**config.mk**
```make
export PLATFORM = sky130hd
export DESIGN_NAME = eabm_master
export DESIGN_NICKNAME = d
export VERILOG_FILES = /design/src/core/eabm_pkg.sv /design/src/core/eabm_master.sv
export SDC_FILE = /design/constraint.sdc
export NUM_CORES = 1
export LEC_CHECK = 0
export ABC_AREA = 1
export BUFFER_PORTS_ARGS = -buffer_cell sky130_fd_sc_hd__buf_2
export CAP_MARGIN = 20
export CORE_MARGIN = 10
export CORE_UTILIZATION = 23
export DETAILED_ROUTE_END_ITERATION = 10
export GPL_ROUTABILITY_DRIVEN = 0
export PLACE_DENSITY = 0.41
export SLEW_MARGIN = 20
export SYNTH_ARGS = -nofsm -noshare
export SYNTH_HDL_FRONTEND = slang
export SYNTH_SLANG_ARGS = --single-unit
```
**constraint.sdc**
```tcl
create_clock -name core_clk -period 2.6 [get_ports core_clk]
set_clock_uncertainty 0.15 [all_clocks]
set_input_delay 0 -clock core_clk [delete_from_list [all_inputs] [get_ports core_clk]]
set_output_delay 0 -clock core_clk [all_outputs]
set_load 0.05 [all_outputs]
```
**src/core/eabm_pkg.sv**
```systemverilog
// Purpose: shared constants and carriers for the external async bus master
// Assumes: one bus phase (half a system clock) per core_clk cycle
// Notes: port width acknowledge pair is active low, bit 1 then bit 0
package eabm_pkg;
  localparam int ADDR_W = 24;
  localparam int DATA_W = 16;
  localparam int OPND_W = 32;
  // acknowledge pair codes {ack1, ack0}, active low
  localparam logic [1:0] ACK_WAIT = 2'h3;
  localparam logic [1:0] ACK_BYTE = 2'h2;
  localparam logic [1:0] ACK_WORD = 2'h1;
  localparam logic [1:0] ACK_RSVD = 2'h0;
  // space codes
  localparam logic [2:0] SPACE_USER_DATA = 3'h1;
  localparam logic [2:0] SPACE_USER_PROG = 3'h2;
  localparam logic [2:0] SPACE_SUPV_DATA = 3'h5;
  localparam logic [2:0] SPACE_SUPV_PROG = 3'h6;
  localparam logic [2:0] SPACE_CPU = 3'h7;
  // operand lengths in bytes; the size code is the low two bits of what remains
  localparam logic [2:0] BYTES_BYTE = 3'h1;
  localparam logic [2:0] BYTES_WORD = 3'h2;
  localparam logic [2:0] BYTES_LONG = 3'h4;
  localparam logic [2:0] BYTES_ONE = 3'h1;
  localparam logic [2:0] BYTES_TWO = 3'h2;
  // bus monitor timeout, counted in phases
  localparam int MONITOR_CLOCKS = 64;
  localparam int PHASES_PER_CLOCK = 2;
  localparam int MON_W = 8;
  localparam logic [MON_W-1:0] MONITOR_LAST = MON_W'(MONITOR_CLOCKS * PHASES_PER_CLOCK - 1);
  localparam logic [MON_W-1:0] MON_ONE = 8'h01;

  typedef struct packed {
    logic start;
    logic write;
    logic [2:0] bytes;
    logic intAck;
    logic [2:0] space;
    logic [ADDR_W-1:0] addr;
    logic [OPND_W-1:0] wdata;
  } eabm_req_t;

  typedef struct packed {
    logic done;
    logic fault;
    logic autovec;
    logic [OPND_W-1:0] rdata;
  } eabm_rsp_t;

  typedef struct packed {
    logic [ADDR_W-1:0] addr;
    logic [2:0] space;
    logic [1:0] sizeCode;
    logic readWrite;
    logic addressStrobeN;
    logic dataStrobeN;
  } eabm_ctl_t;
endpackage

```
**src/core/eabm_master.sv**
```systemverilog
// Purpose: master end of the external asynchronous bus with dynamic sizing
// Assumes: each core_clk cycle is one half-clock bus phase; inputs synchronous
// Notes: a bus cycle is phases T0..T5; wait states stretch T3
`timescale 1ns/1ps
`default_nettype none
module eabm_master
(
  input wire logic core_clk,
  input wire logic nrst,
  input wire eabm_pkg::eabm_req_t req,
  output logic reqReady,
  output eabm_pkg::eabm_rsp_t rsp,
  output eabm_pkg::eabm_ctl_t busCtl,
  input wire logic [eabm_pkg::DATA_W-1:0] dataIn,
  output logic [eabm_pkg::DATA_W-1:0] dataOut,
  output logic dataOe,
  input wire logic [1:0] port_width_ack_n,
  input wire logic [1:0] csPortWidthAckN,
  input wire logic bus_fault_n,
  input wire logic suspendReqN,
  input wire logic autovector_request_n,
  input wire logic csAutovectorN,
  input wire logic monitorEnable,
  input wire logic outsideMaster,
  output logic suspended
);
  typedef enum logic [2:0] {IDLE, T0, T1, T2, T3, T4, T5, HOLD} eabm_state_t;

  eabm_state_t state_q;
  eabm_pkg::eabm_ctl_t ctl_q;
  logic [eabm_pkg::OPND_W-1:0] opnd_q;
  logic [2:0] remain_q;
  logic write_q, intAck_q, faulted_q, autovec_q, two_q, wide_q, retry_q;
  logic [eabm_pkg::MON_W-1:0] mon_q;
  logic [eabm_pkg::DATA_W-1:0] dataOut_q;
  logic dataOe_q, reqReady_q, suspended_q;
  eabm_pkg::eabm_rsp_t rsp_q;

  logic [1:0] ackN;
  logic ackValid, autovecOk, monTimeout, faultIn, terminate, twoNow, moreBytes;
  logic [7:0] byteSel;
  logic [2:0] step;

  ////////////////////////////////////////////////////////////////////////////
  // termination decode
  // chip-select acknowledge merges with the pins as a wired-low pair
  assign ackN = port_width_ack_n & csPortWidthAckN;
  // the reserved code is treated as a wait so the monitor catches it
  assign ackValid = (ackN == eabm_pkg::ACK_BYTE) || (ackN == eabm_pkg::ACK_WORD);
  assign autovecOk = intAck_q && (ctl_q.space == eabm_pkg::SPACE_CPU) && !outsideMaster
    && !(autovector_request_n & csAutovectorN);
  assign monTimeout = monitorEnable && !outsideMaster && (mon_q == eabm_pkg::MONITOR_LAST);
  assign faultIn = !bus_fault_n || monTimeout;
  assign terminate = ackValid || autovecOk || faultIn;
  // a 16-bit port moves two bytes only from an even address
  assign twoNow = (ackN == eabm_pkg::ACK_WORD) && !ctl_q.addr[0]
    && (remain_q >= eabm_pkg::BYTES_TWO);
  assign step = two_q ? eabm_pkg::BYTES_TWO : eabm_pkg::BYTES_ONE;
  // 8-bit ports and even bytes use the upper lane
  assign byteSel = (wide_q && ctl_q.addr[0]) ? dataIn[7:0] : dataIn[15:8];
  assign moreBytes = (remain_q != 3'h0) && !autovec_q;

  ////////////////////////////////////////////////////////////////////////////
  // bus cycle sequencer
  always_ff @(posedge core_clk)
  begin
    if (!nrst)
    begin
      state_q <= IDLE;
      ctl_q <= '{addr: 24'h000000, space: 3'h0, sizeCode: 2'h0, readWrite: 1'b1,
                 addressStrobeN: 1'b1, dataStrobeN: 1'b1};
      remain_q <= 3'h0;
      write_q <= 1'b0;
      intAck_q <= 1'b0;
      faulted_q <= 1'b0;
      autovec_q <= 1'b0;
      two_q <= 1'b0;
      wide_q <= 1'b0;
      retry_q <= 1'b0;
      suspended_q <= 1'b0;
    end
    else
    begin
      unique case (state_q)
        IDLE:
        begin
          if (req.start)
          begin
            // address, space, size and direction go out at cycle start
            ctl_q.addr <= req.addr;
            ctl_q.space <= req.space;
            ctl_q.sizeCode <= req.bytes[1:0];
            ctl_q.readWrite <= !req.write;
            remain_q <= req.bytes;
            write_q <= req.write;
            intAck_q <= req.intAck;
            autovec_q <= 1'b0;
            faulted_q <= 1'b0;
            state_q <= T0;
          end
        end
        T0:
        begin
          ctl_q.addressStrobeN <= 1'b0;
          ctl_q.dataStrobeN <= write_q;
          state_q <= T1;
        end
        T1:
          state_q <= T2;
        T2:
        begin
          ctl_q.dataStrobeN <= 1'b0;
          state_q <= T3;
        end
        T3:
        begin
          if (terminate)
          begin
            faulted_q <= faultIn;
            autovec_q <= autovecOk && !faultIn;
            two_q <= twoNow;
            wide_q <= ackN == eabm_pkg::ACK_WORD;
            state_q <= T4;
          end
        end
        T4:
        begin
          ctl_q.addressStrobeN <= 1'b1;
          ctl_q.dataStrobeN <= 1'b1;
          if (!faulted_q)
          begin
            remain_q <= remain_q - step;
          end
          state_q <= T5;
        end
        T5:
        begin
          if (!suspendReqN)
          begin
            // suspend: strobes stay high, outputs kept as they are
            retry_q <= faulted_q;
            suspended_q <= 1'b1;
            state_q <= HOLD;
          end
          else if (!faulted_q && moreBytes)
          begin
            ctl_q.addr <= ctl_q.addr + eabm_pkg::ADDR_W'(step);
            ctl_q.sizeCode <= remain_q[1:0];
            state_q <= T0;
          end
          else
          begin
            state_q <= IDLE;
          end
        end
        HOLD:
        begin
          if (suspendReqN)
          begin
            suspended_q <= 1'b0;
            faulted_q <= 1'b0;
            if (retry_q)
            begin
              // rerun the faulted cycle with the very same outputs
              state_q <= T0;
            end
            else if (moreBytes)
            begin
              ctl_q.addr <= ctl_q.addr + eabm_pkg::ADDR_W'(step);
              ctl_q.sizeCode <= remain_q[1:0];
              state_q <= T0;
            end
            else
            begin
              state_q <= IDLE;
            end
          end
        end
      endcase
    end
  end

  ////////////////////////////////////////////////////////////////////////////
  // operand shifter and write data drive
  always_ff @(posedge core_clk)
  begin
    if (!nrst)
    begin
      opnd_q <= 32'h00000000;
      dataOut_q <= 16'h0000;
      dataOe_q <= 1'b0;
    end
    else
    begin
      if (state_q == IDLE && req.start)
      begin
        // left-justify write operands so the next byte is always on top
        unique case (req.bytes)
          eabm_pkg::BYTES_BYTE: opnd_q <= {req.wdata[7:0], 24'h000000};
          eabm_pkg::BYTES_WORD: opnd_q <= {req.wdata[15:0], 16'h0000};
          default: opnd_q <= req.wdata;
        endcase
      end
      else if (state_q == T4 && !faulted_q && !autovec_q)
      begin
        if (write_q)
        begin
          opnd_q <= two_q ? {opnd_q[15:0], 16'h0000} : {opnd_q[23:0], 8'h00};
        end
        else
        begin
          // end of T4, as the strobes rise: read data comes in right-justified
          opnd_q <= two_q ? {opnd_q[15:0], dataIn} : {opnd_q[23:0], byteSel};
        end
      end
      if (state_q == T1 && write_q)
      begin
        // an odd byte is mirrored so any port width sees it
        // every cycle starts as if the port were 16 bits wide
        dataOut_q <= ctl_q.addr[0] ? {2{opnd_q[31:24]}} : opnd_q[31:16];
        dataOe_q <= 1'b1;
      end
      else if (state_q == T4)
      begin
        dataOe_q <= 1'b0;
      end
    end
  end

  ////////////////////////////////////////////////////////////////////////////
  // bus monitor: restarts on every cycle, so long byte streams never trip it
  always_ff @(posedge core_clk)
  begin
    if (!nrst || state_q == T0)
    begin
      mon_q <= '0;
    end
    else if (state_q == T3 && !monTimeout)
    begin
      mon_q <= mon_q + eabm_pkg::MON_ONE;
    end
  end

  ////////////////////////////////////////////////////////////////////////////
  // response to the core
  always_ff @(posedge core_clk)
  begin
    if (!nrst)
    begin
      rsp_q <= '0;
      reqReady_q <= 1'b0;
    end
    else
    begin
      rsp_q.done <= 1'b0;
      reqReady_q <= (state_q == IDLE) && !req.start;
      if ((state_q == T5 && suspendReqN && (faulted_q || !moreBytes))
          || (state_q == HOLD && suspendReqN && !retry_q && !moreBytes))
      begin
        rsp_q.done <= 1'b1;
        rsp_q.fault <= faulted_q;
        rsp_q.autovec <= autovec_q;
        rsp_q.rdata <= opnd_q;
      end
    end
  end

  assign busCtl = ctl_q;
  assign dataOut = dataOut_q;
  assign dataOe = dataOe_q;
  assign rsp = rsp_q;
  assign reqReady = reqReady_q;
  assign suspended = suspended_q;
endmodule // eabm_master
`default_nettype wire

```
Yosys cells after proc, flatten, opt, wreduce, memory -nomap -nowiden --
Cells that the tools add are included.
Storage, ports and cells: register bits 139, input port bits 93, output and inout port bits 86, word-level logic and storage cells 162
Operators by class: add/sub/neg operators 3, order comparisons 1, eq/ne operators 22, multiplexer cells 46, bitwise gates (word level) 3, reduce and logical (&&, ||, !) cells 62
Operator list (count):
- $mux W32 | 5
- $mux W24 | 5
- $pmux W24 S3 | 1
- $pmux W32 S2 | 1
- $mux W35 | 1
- $mux W30 | 1
- $add A24 B2 Y24 | 1
- $pmux W3 S8 | 1
- $logic_and A1 B1 Y1 | 22
- $mux W3 | 6
- $ne A2 B2 Y1 const B | 9
- $mux W8 | 2
- $eq A3 B3 Y1 const B | 5
- $logic_not A1 Y1 | 13
- $mux W2 | 6
- $reduce_and A3 Y1 | 4
- $reduce_bool A2 Y1 | 6
- $reduce_bool A3 Y1 | 4
- $mux W1 | 10
- $eq A3 B2 Y1 const B | 3
- $add A8 B1 Y8 const B | 1
- $eq A8 B7 Y1 const B | 1
- $logic_or A1 B1 Y1 | 7
- $reduce_and A7 Y1 | 1
- 15 further kinds | 21

Depth between registers and ports, before layout --
word-level depth 8, mapped depth 13, depth with buffers taken out 12

Worst setup path after synthesis --
Ideal clock, no wire load.
kind register to register, from register ctl_q, in the netlist busCtl[8], to register ctl_q, in the netlist busCtl[16], library setup time 69 ps, data arrival time 2194 ps, required time 2381 ps, setup slack 187 ps, stages on the path, launching flop included 11, path buffers 0, clock period less this slack 2413 ps, path through dfxtp_1 ha_1 inv_1 fa_1 nor2_1 nand2_1 nand2_1 o21ai_0 o21ai_0 nand2_2 a21oi_2
Between the ends: cells in the longest elaborated chain, start to end 5, elaborated cells on any way between the ends 7, classes of those cells add/sub (1); mux (6)
RTL lines:
- start: declaration | RTL line eabm_master.sv:30 | eabm_pkg::eabm_ctl_t ctl_q;
- start signal: assignment | RTL line eabm_master.sv:70 | ctl_q <= '{addr: 24'h000000, space: 3'h0, sizeCode: 2'h0, readWrite: 1'b1,
- $add A24 B2 Y24 * | RTL line eabm_master.sv:147, eabm_master.sv:169
- $mux W24 | RTL line eabm_master.sv:167 | else if (moreBytes)
- $mux W24 | RTL line eabm_master.sv:162 | if (retry_q)
- $mux W24 | RTL line eabm_master.sv:158 | if (suspendReqN)
- $pmux W24 S3 * | RTL line eabm_master.sv:84 | unique case (state_q)
Every way passes the cells marked *; elsewhere a longest branch is shown, timed or not. The select of a mux whose other input is x is not followed. A chain may end at the register's enable or synchronous reset.

Worst setup path in the final report --
from register state_q[0], to register opnd_q[20] (netlist bit)
Between the ends: cells in the longest elaborated chain, start to end 4, elaborated cells on any way between the ends 7, classes of those cells eq/ne (1); mux (1); reduce/logical (5)
RTL lines:
- start: declaration | RTL line eabm_master.sv:29 | eabm_state_t state_q;
- start signal: assignment | RTL line eabm_master.sv:69 | state_q <= IDLE;
- start signal: assignment | RTL line eabm_master.sv:99 | state_q <= T0;
- start signal: assignment | RTL line eabm_master.sv:106 | state_q <= T1;
- $eq A3 B3 Y1 | RTL line eabm_master.sv:204 | else if (state_q == T4 && !faulted_q && !autovec_q)
- $logic_and A1 B1 Y1 (2 in series) | RTL line eabm_master.sv:204
- $reduce_bool A2 Y1 (no line)
- end signal: assignment | RTL line eabm_master.sv:201 | default: opnd_q <= req.wdata;
- end signal: assignment | RTL line eabm_master.sv:208 | opnd_q <= two_q ? {opnd_q[15:0], 16'h0000} : {opnd_q[23:0], 8'h00};
- end signal: assignment | RTL line eabm_master.sv:213 | opnd_q <= two_q ? {opnd_q[15:0], dataIn} : {opnd_q[23:0], byteSel};
- end: declaration | RTL line eabm_master.sv:31 | logic [eabm_pkg::OPND_W-1:0] opnd_q;
Several ways; a longest one is shown, not always the timed one.

==> metrics.txt <==
Overflow after GRT 0; ratio of cells with drive above 1 in the final layout 19.2%; post-synth cell types 40; IO Count 179; Die X 199 µm; Die Y-Extent 199 µm; final hold viol count 0; die outline area 39800 µm²; initial core utilization between 20% and 30%; CTS tree done; Cell Area, Synth 7400 µm²; PwrDens 987 nW/µm²; Slew Viols, Final 0; Flop pwr share between 20% and 30%; Rows 65; crit path from state_q[0]; final core occ 32.9%; clk_lat worst skew 0.44 ns; worst-path cell chain inv_2 > nand2_2 > nor3_2 > buf_4 > nand2_1 > o21ai_0 > a21oi_1 > dlygate4sd3_1 > nor2_1; Clock transition at path regs approximately 0.06 ns; final std cells w/o fill 1818; first-pass GRT wire length roughly 48 mm; RSZ-0062 raised after global routing yes; DR vias/cell 4.55; CP Max Fanout 21; DRC 0; Max Cap Viol 0; Yosys reg bits 139; DR pass1 iterations 6; Hold Crit Class input pin to register; Clk pwr share 24.6%; Buffers on Ports 178; leading cell type in the layout, fill and taps excluded nand2_1; CTS H-tree depth 4; combinational share of power between 40 and 50%; worst path required time between 2 and 3 ns; worst hold start req[64]; dpl cells 1680; Bufs on Longest Clock Path 2; final cycle utilization of the critical path 96.0%; P_leak 4.72 nW; Clock Sinks 139; synthesized area per cell 6.53 µm²; Crit path largest cell delay 0.57 ns; DP HPWL 22.1 mm; largest net degree at the start of global routing 57; Ys Warns 0; CP endpoint kind register; Slew headroom approximately three fifths; worst r2r src state_q[0]; via total after detailed routing 8273; fmax around 400 MHz; Peak VDD IR 0.460 mV; Worst Tran Pin Value 0.616 ns; CTS root buf clkbuf_16; CORE AREA 31600 µm²; post-route ant nets 0; min setup slack post-route 0.104 ns; post-synth net total 1234; Total Wirelength between 30 and 40 mm; Worst Path Arrival 2.71 ns; post-synthesis sequential area ratio 37.6%; Switching Fraction a little under half; crit path max-delay cell type dlygate4sd3_1; outcome complete, no violations; Mapped Cells 1134; TritonCTS Buffers 17; Final setup viols 0; internal power component 5.64 mW; most frequent cells in the layout 284 x nand2_1, 177 x buf_2, 138 x dfxtp_1; total negative slack 0 ns; global-route usage over all layers between 10% and 20%; Period minus WS final about 2.5 ns; Final nets 1503; routed wire length per instance roughly 17 µm; pre-CTS setup slack between 0.3 and 0.4 ns; P&R area growth vs syn 40.6%; CP Class register to register; Initial DRC Count 376; Startpoint Class register; antenna violations before repair 0; vias in the first global route 8482; Psw about 4.6 mW; Inserted Diodes 0
## layer usage
| metal | GRT usage, % | vias to the layer above | part of all wire (%) |
|---|---|---|---|
| met4 | 4.80 | 0 | 1.6 |
| met5 | 0 | - | 0 |
| met3 | 3.55 | 28 | 4.9 |
| li1 | - | 4227 | - |
| met1 | 19.1 | 3837 | 45 |
| met2 | 26.4 | 181 | 48 |
## layout make-up
class	instances	area, µm²
clock buffer	21	440
multi-input combinational	804	3830
fill	3521	21200
timing repair buffer	304	2180
sequential	139	2780
tap	402	503
clock inverter	11	146
inverter	137	519
## kinds of logic after synthesis
logic type                 count (synthesis)  share of synthesized area, %
AOI/OAI and AO/OA                        293                          21.2
buffers and inverters                    191                          10.8
adders and majority gates                  7                          1.39
and+or+nand+nor                          501                          28.6
DFF                                      139                          37.6
xor gates and xnor gates                   3                         0.355
## per-stage QoR
| step | cell area (µm²) | hold WS (ns) | total power [mW] |
|---|---|---|---|
| floorplan | 7400 | -0.00538 | 6.24 |
| global placement | 8730 | 0.104 | 7.42 |
| detailed placement | 8730 | 0.111 | 7.42 |
| CTS | 10300 | 0.00223 | 10.3 |
| global route | 10400 | 0.0480 | 11.0 |
| finish | 10400 | 0.0191 | 10.3 |
## flip-flops by register name (all words and copies together) (netlist names)
signal,flops
wide_q,1
reqReady,1
intAck_q,1
autovec_q,1
two_q,1
retry_q,1
opnd_q,32
write_q,1
faulted_q,1
remain_q,3
suspended,1
state_q,3
dataOut,16
rsp,35
dataOe,1
mon_q,8
busCtl,32
## timing repair
| item | CTS | global route |
|---|---|---|
| setup endpoints to repair | 0 | 19 |
| setup buffers | 0 | 2 |
| endpoints found under the hold margin | 89 | 0 |
| hold buffers | 103 | 0 |
| gates resized for setup | 0 | 9 |
## cell usage after synthesis
cell type | count | area share [%]
buf_1 | 1 | 0.051
o211ai_1 | 10 | 1.0
xor2_1 | 3 | 0.35
nand3_1 | 64 | 4.3
a211oi_1 | 1 | 0.10
buf_2 | 14 | 0.95
o31ai_1 | 2 | 0.20
inv_1 | 124 | 6.3
dfxtp_1 | 139 | 38
clkbuf_1 | 27 | 1.4
nand3b_1 | 1 | 0.10
o221ai_1 | 3 | 0.35
o21ai_0 | 127 | 8.6
o21bai_1 | 2 | 0.20
nand3_2 | 1 | 0.14
buf_6 | 5 | 0.76
nand2_4 | 3 | 0.46
inv_4 | 1 | 0.085
nor3_2 | 1 | 0.14
nand2_2 | 9 | 0.76
nor3_1 | 4 | 0.27
a21o_1 | 1 | 0.10
nand2_1 | 288 | 15
nor2_2 | 3 | 0.25
clkinv_1 | 2 | 0.10
buf_4 | 7 | 0.71
o22ai_1 | 10 | 0.85
nand4_1 | 13 | 1.1
a21oi_2 | 4 | 0.47
nand3_4 | 2 | 0.47
a31oi_1 | 2 | 0.17
nor2_1 | 109 | 5.5
a21oi_1 | 122 | 8.2
or2_2 | 1 | 0.085
a22oi_1 | 9 | 0.91
nor2_8 | 1 | 0.27
inv_2 | 10 | 0.51
fa_1 | 2 | 0.54
nor2_4 | 1 | 0.15
ha_1 | 5 | 0.85
## worst paths after layout
check	end	slack [ns]	depth (start not counted)
setup / recovery	opnd_q[20]	0.10	9
setup reg to reg	opnd_q[20]	0.10	9
hold reg to reg	mon_q[4]	0.30	2
hold / removal	busCtl[4]	0.02	5
## power groups by stage
stage	registers [mW]	logic (mW)	clock network (mW)
2_1_floorplan	3.66	2.57	0
3_3_place_gp	3.08	4.33	0
3_5_place_dp	3.08	4.33	0
4_1_cts	3.04	4.63	2.61
5_1_grt	3.12	5.22	2.70
6_report	3.04	4.70	2.53
## critical path, delay by kind of cell (launching register included)
family	cells	cell delay [ns]
compound gates	2	0.42
buf+inv	3	1.02
flops	1	0.35
simple gates	4	0.48
Note: power is estimated with default switching activity, not from simulation.
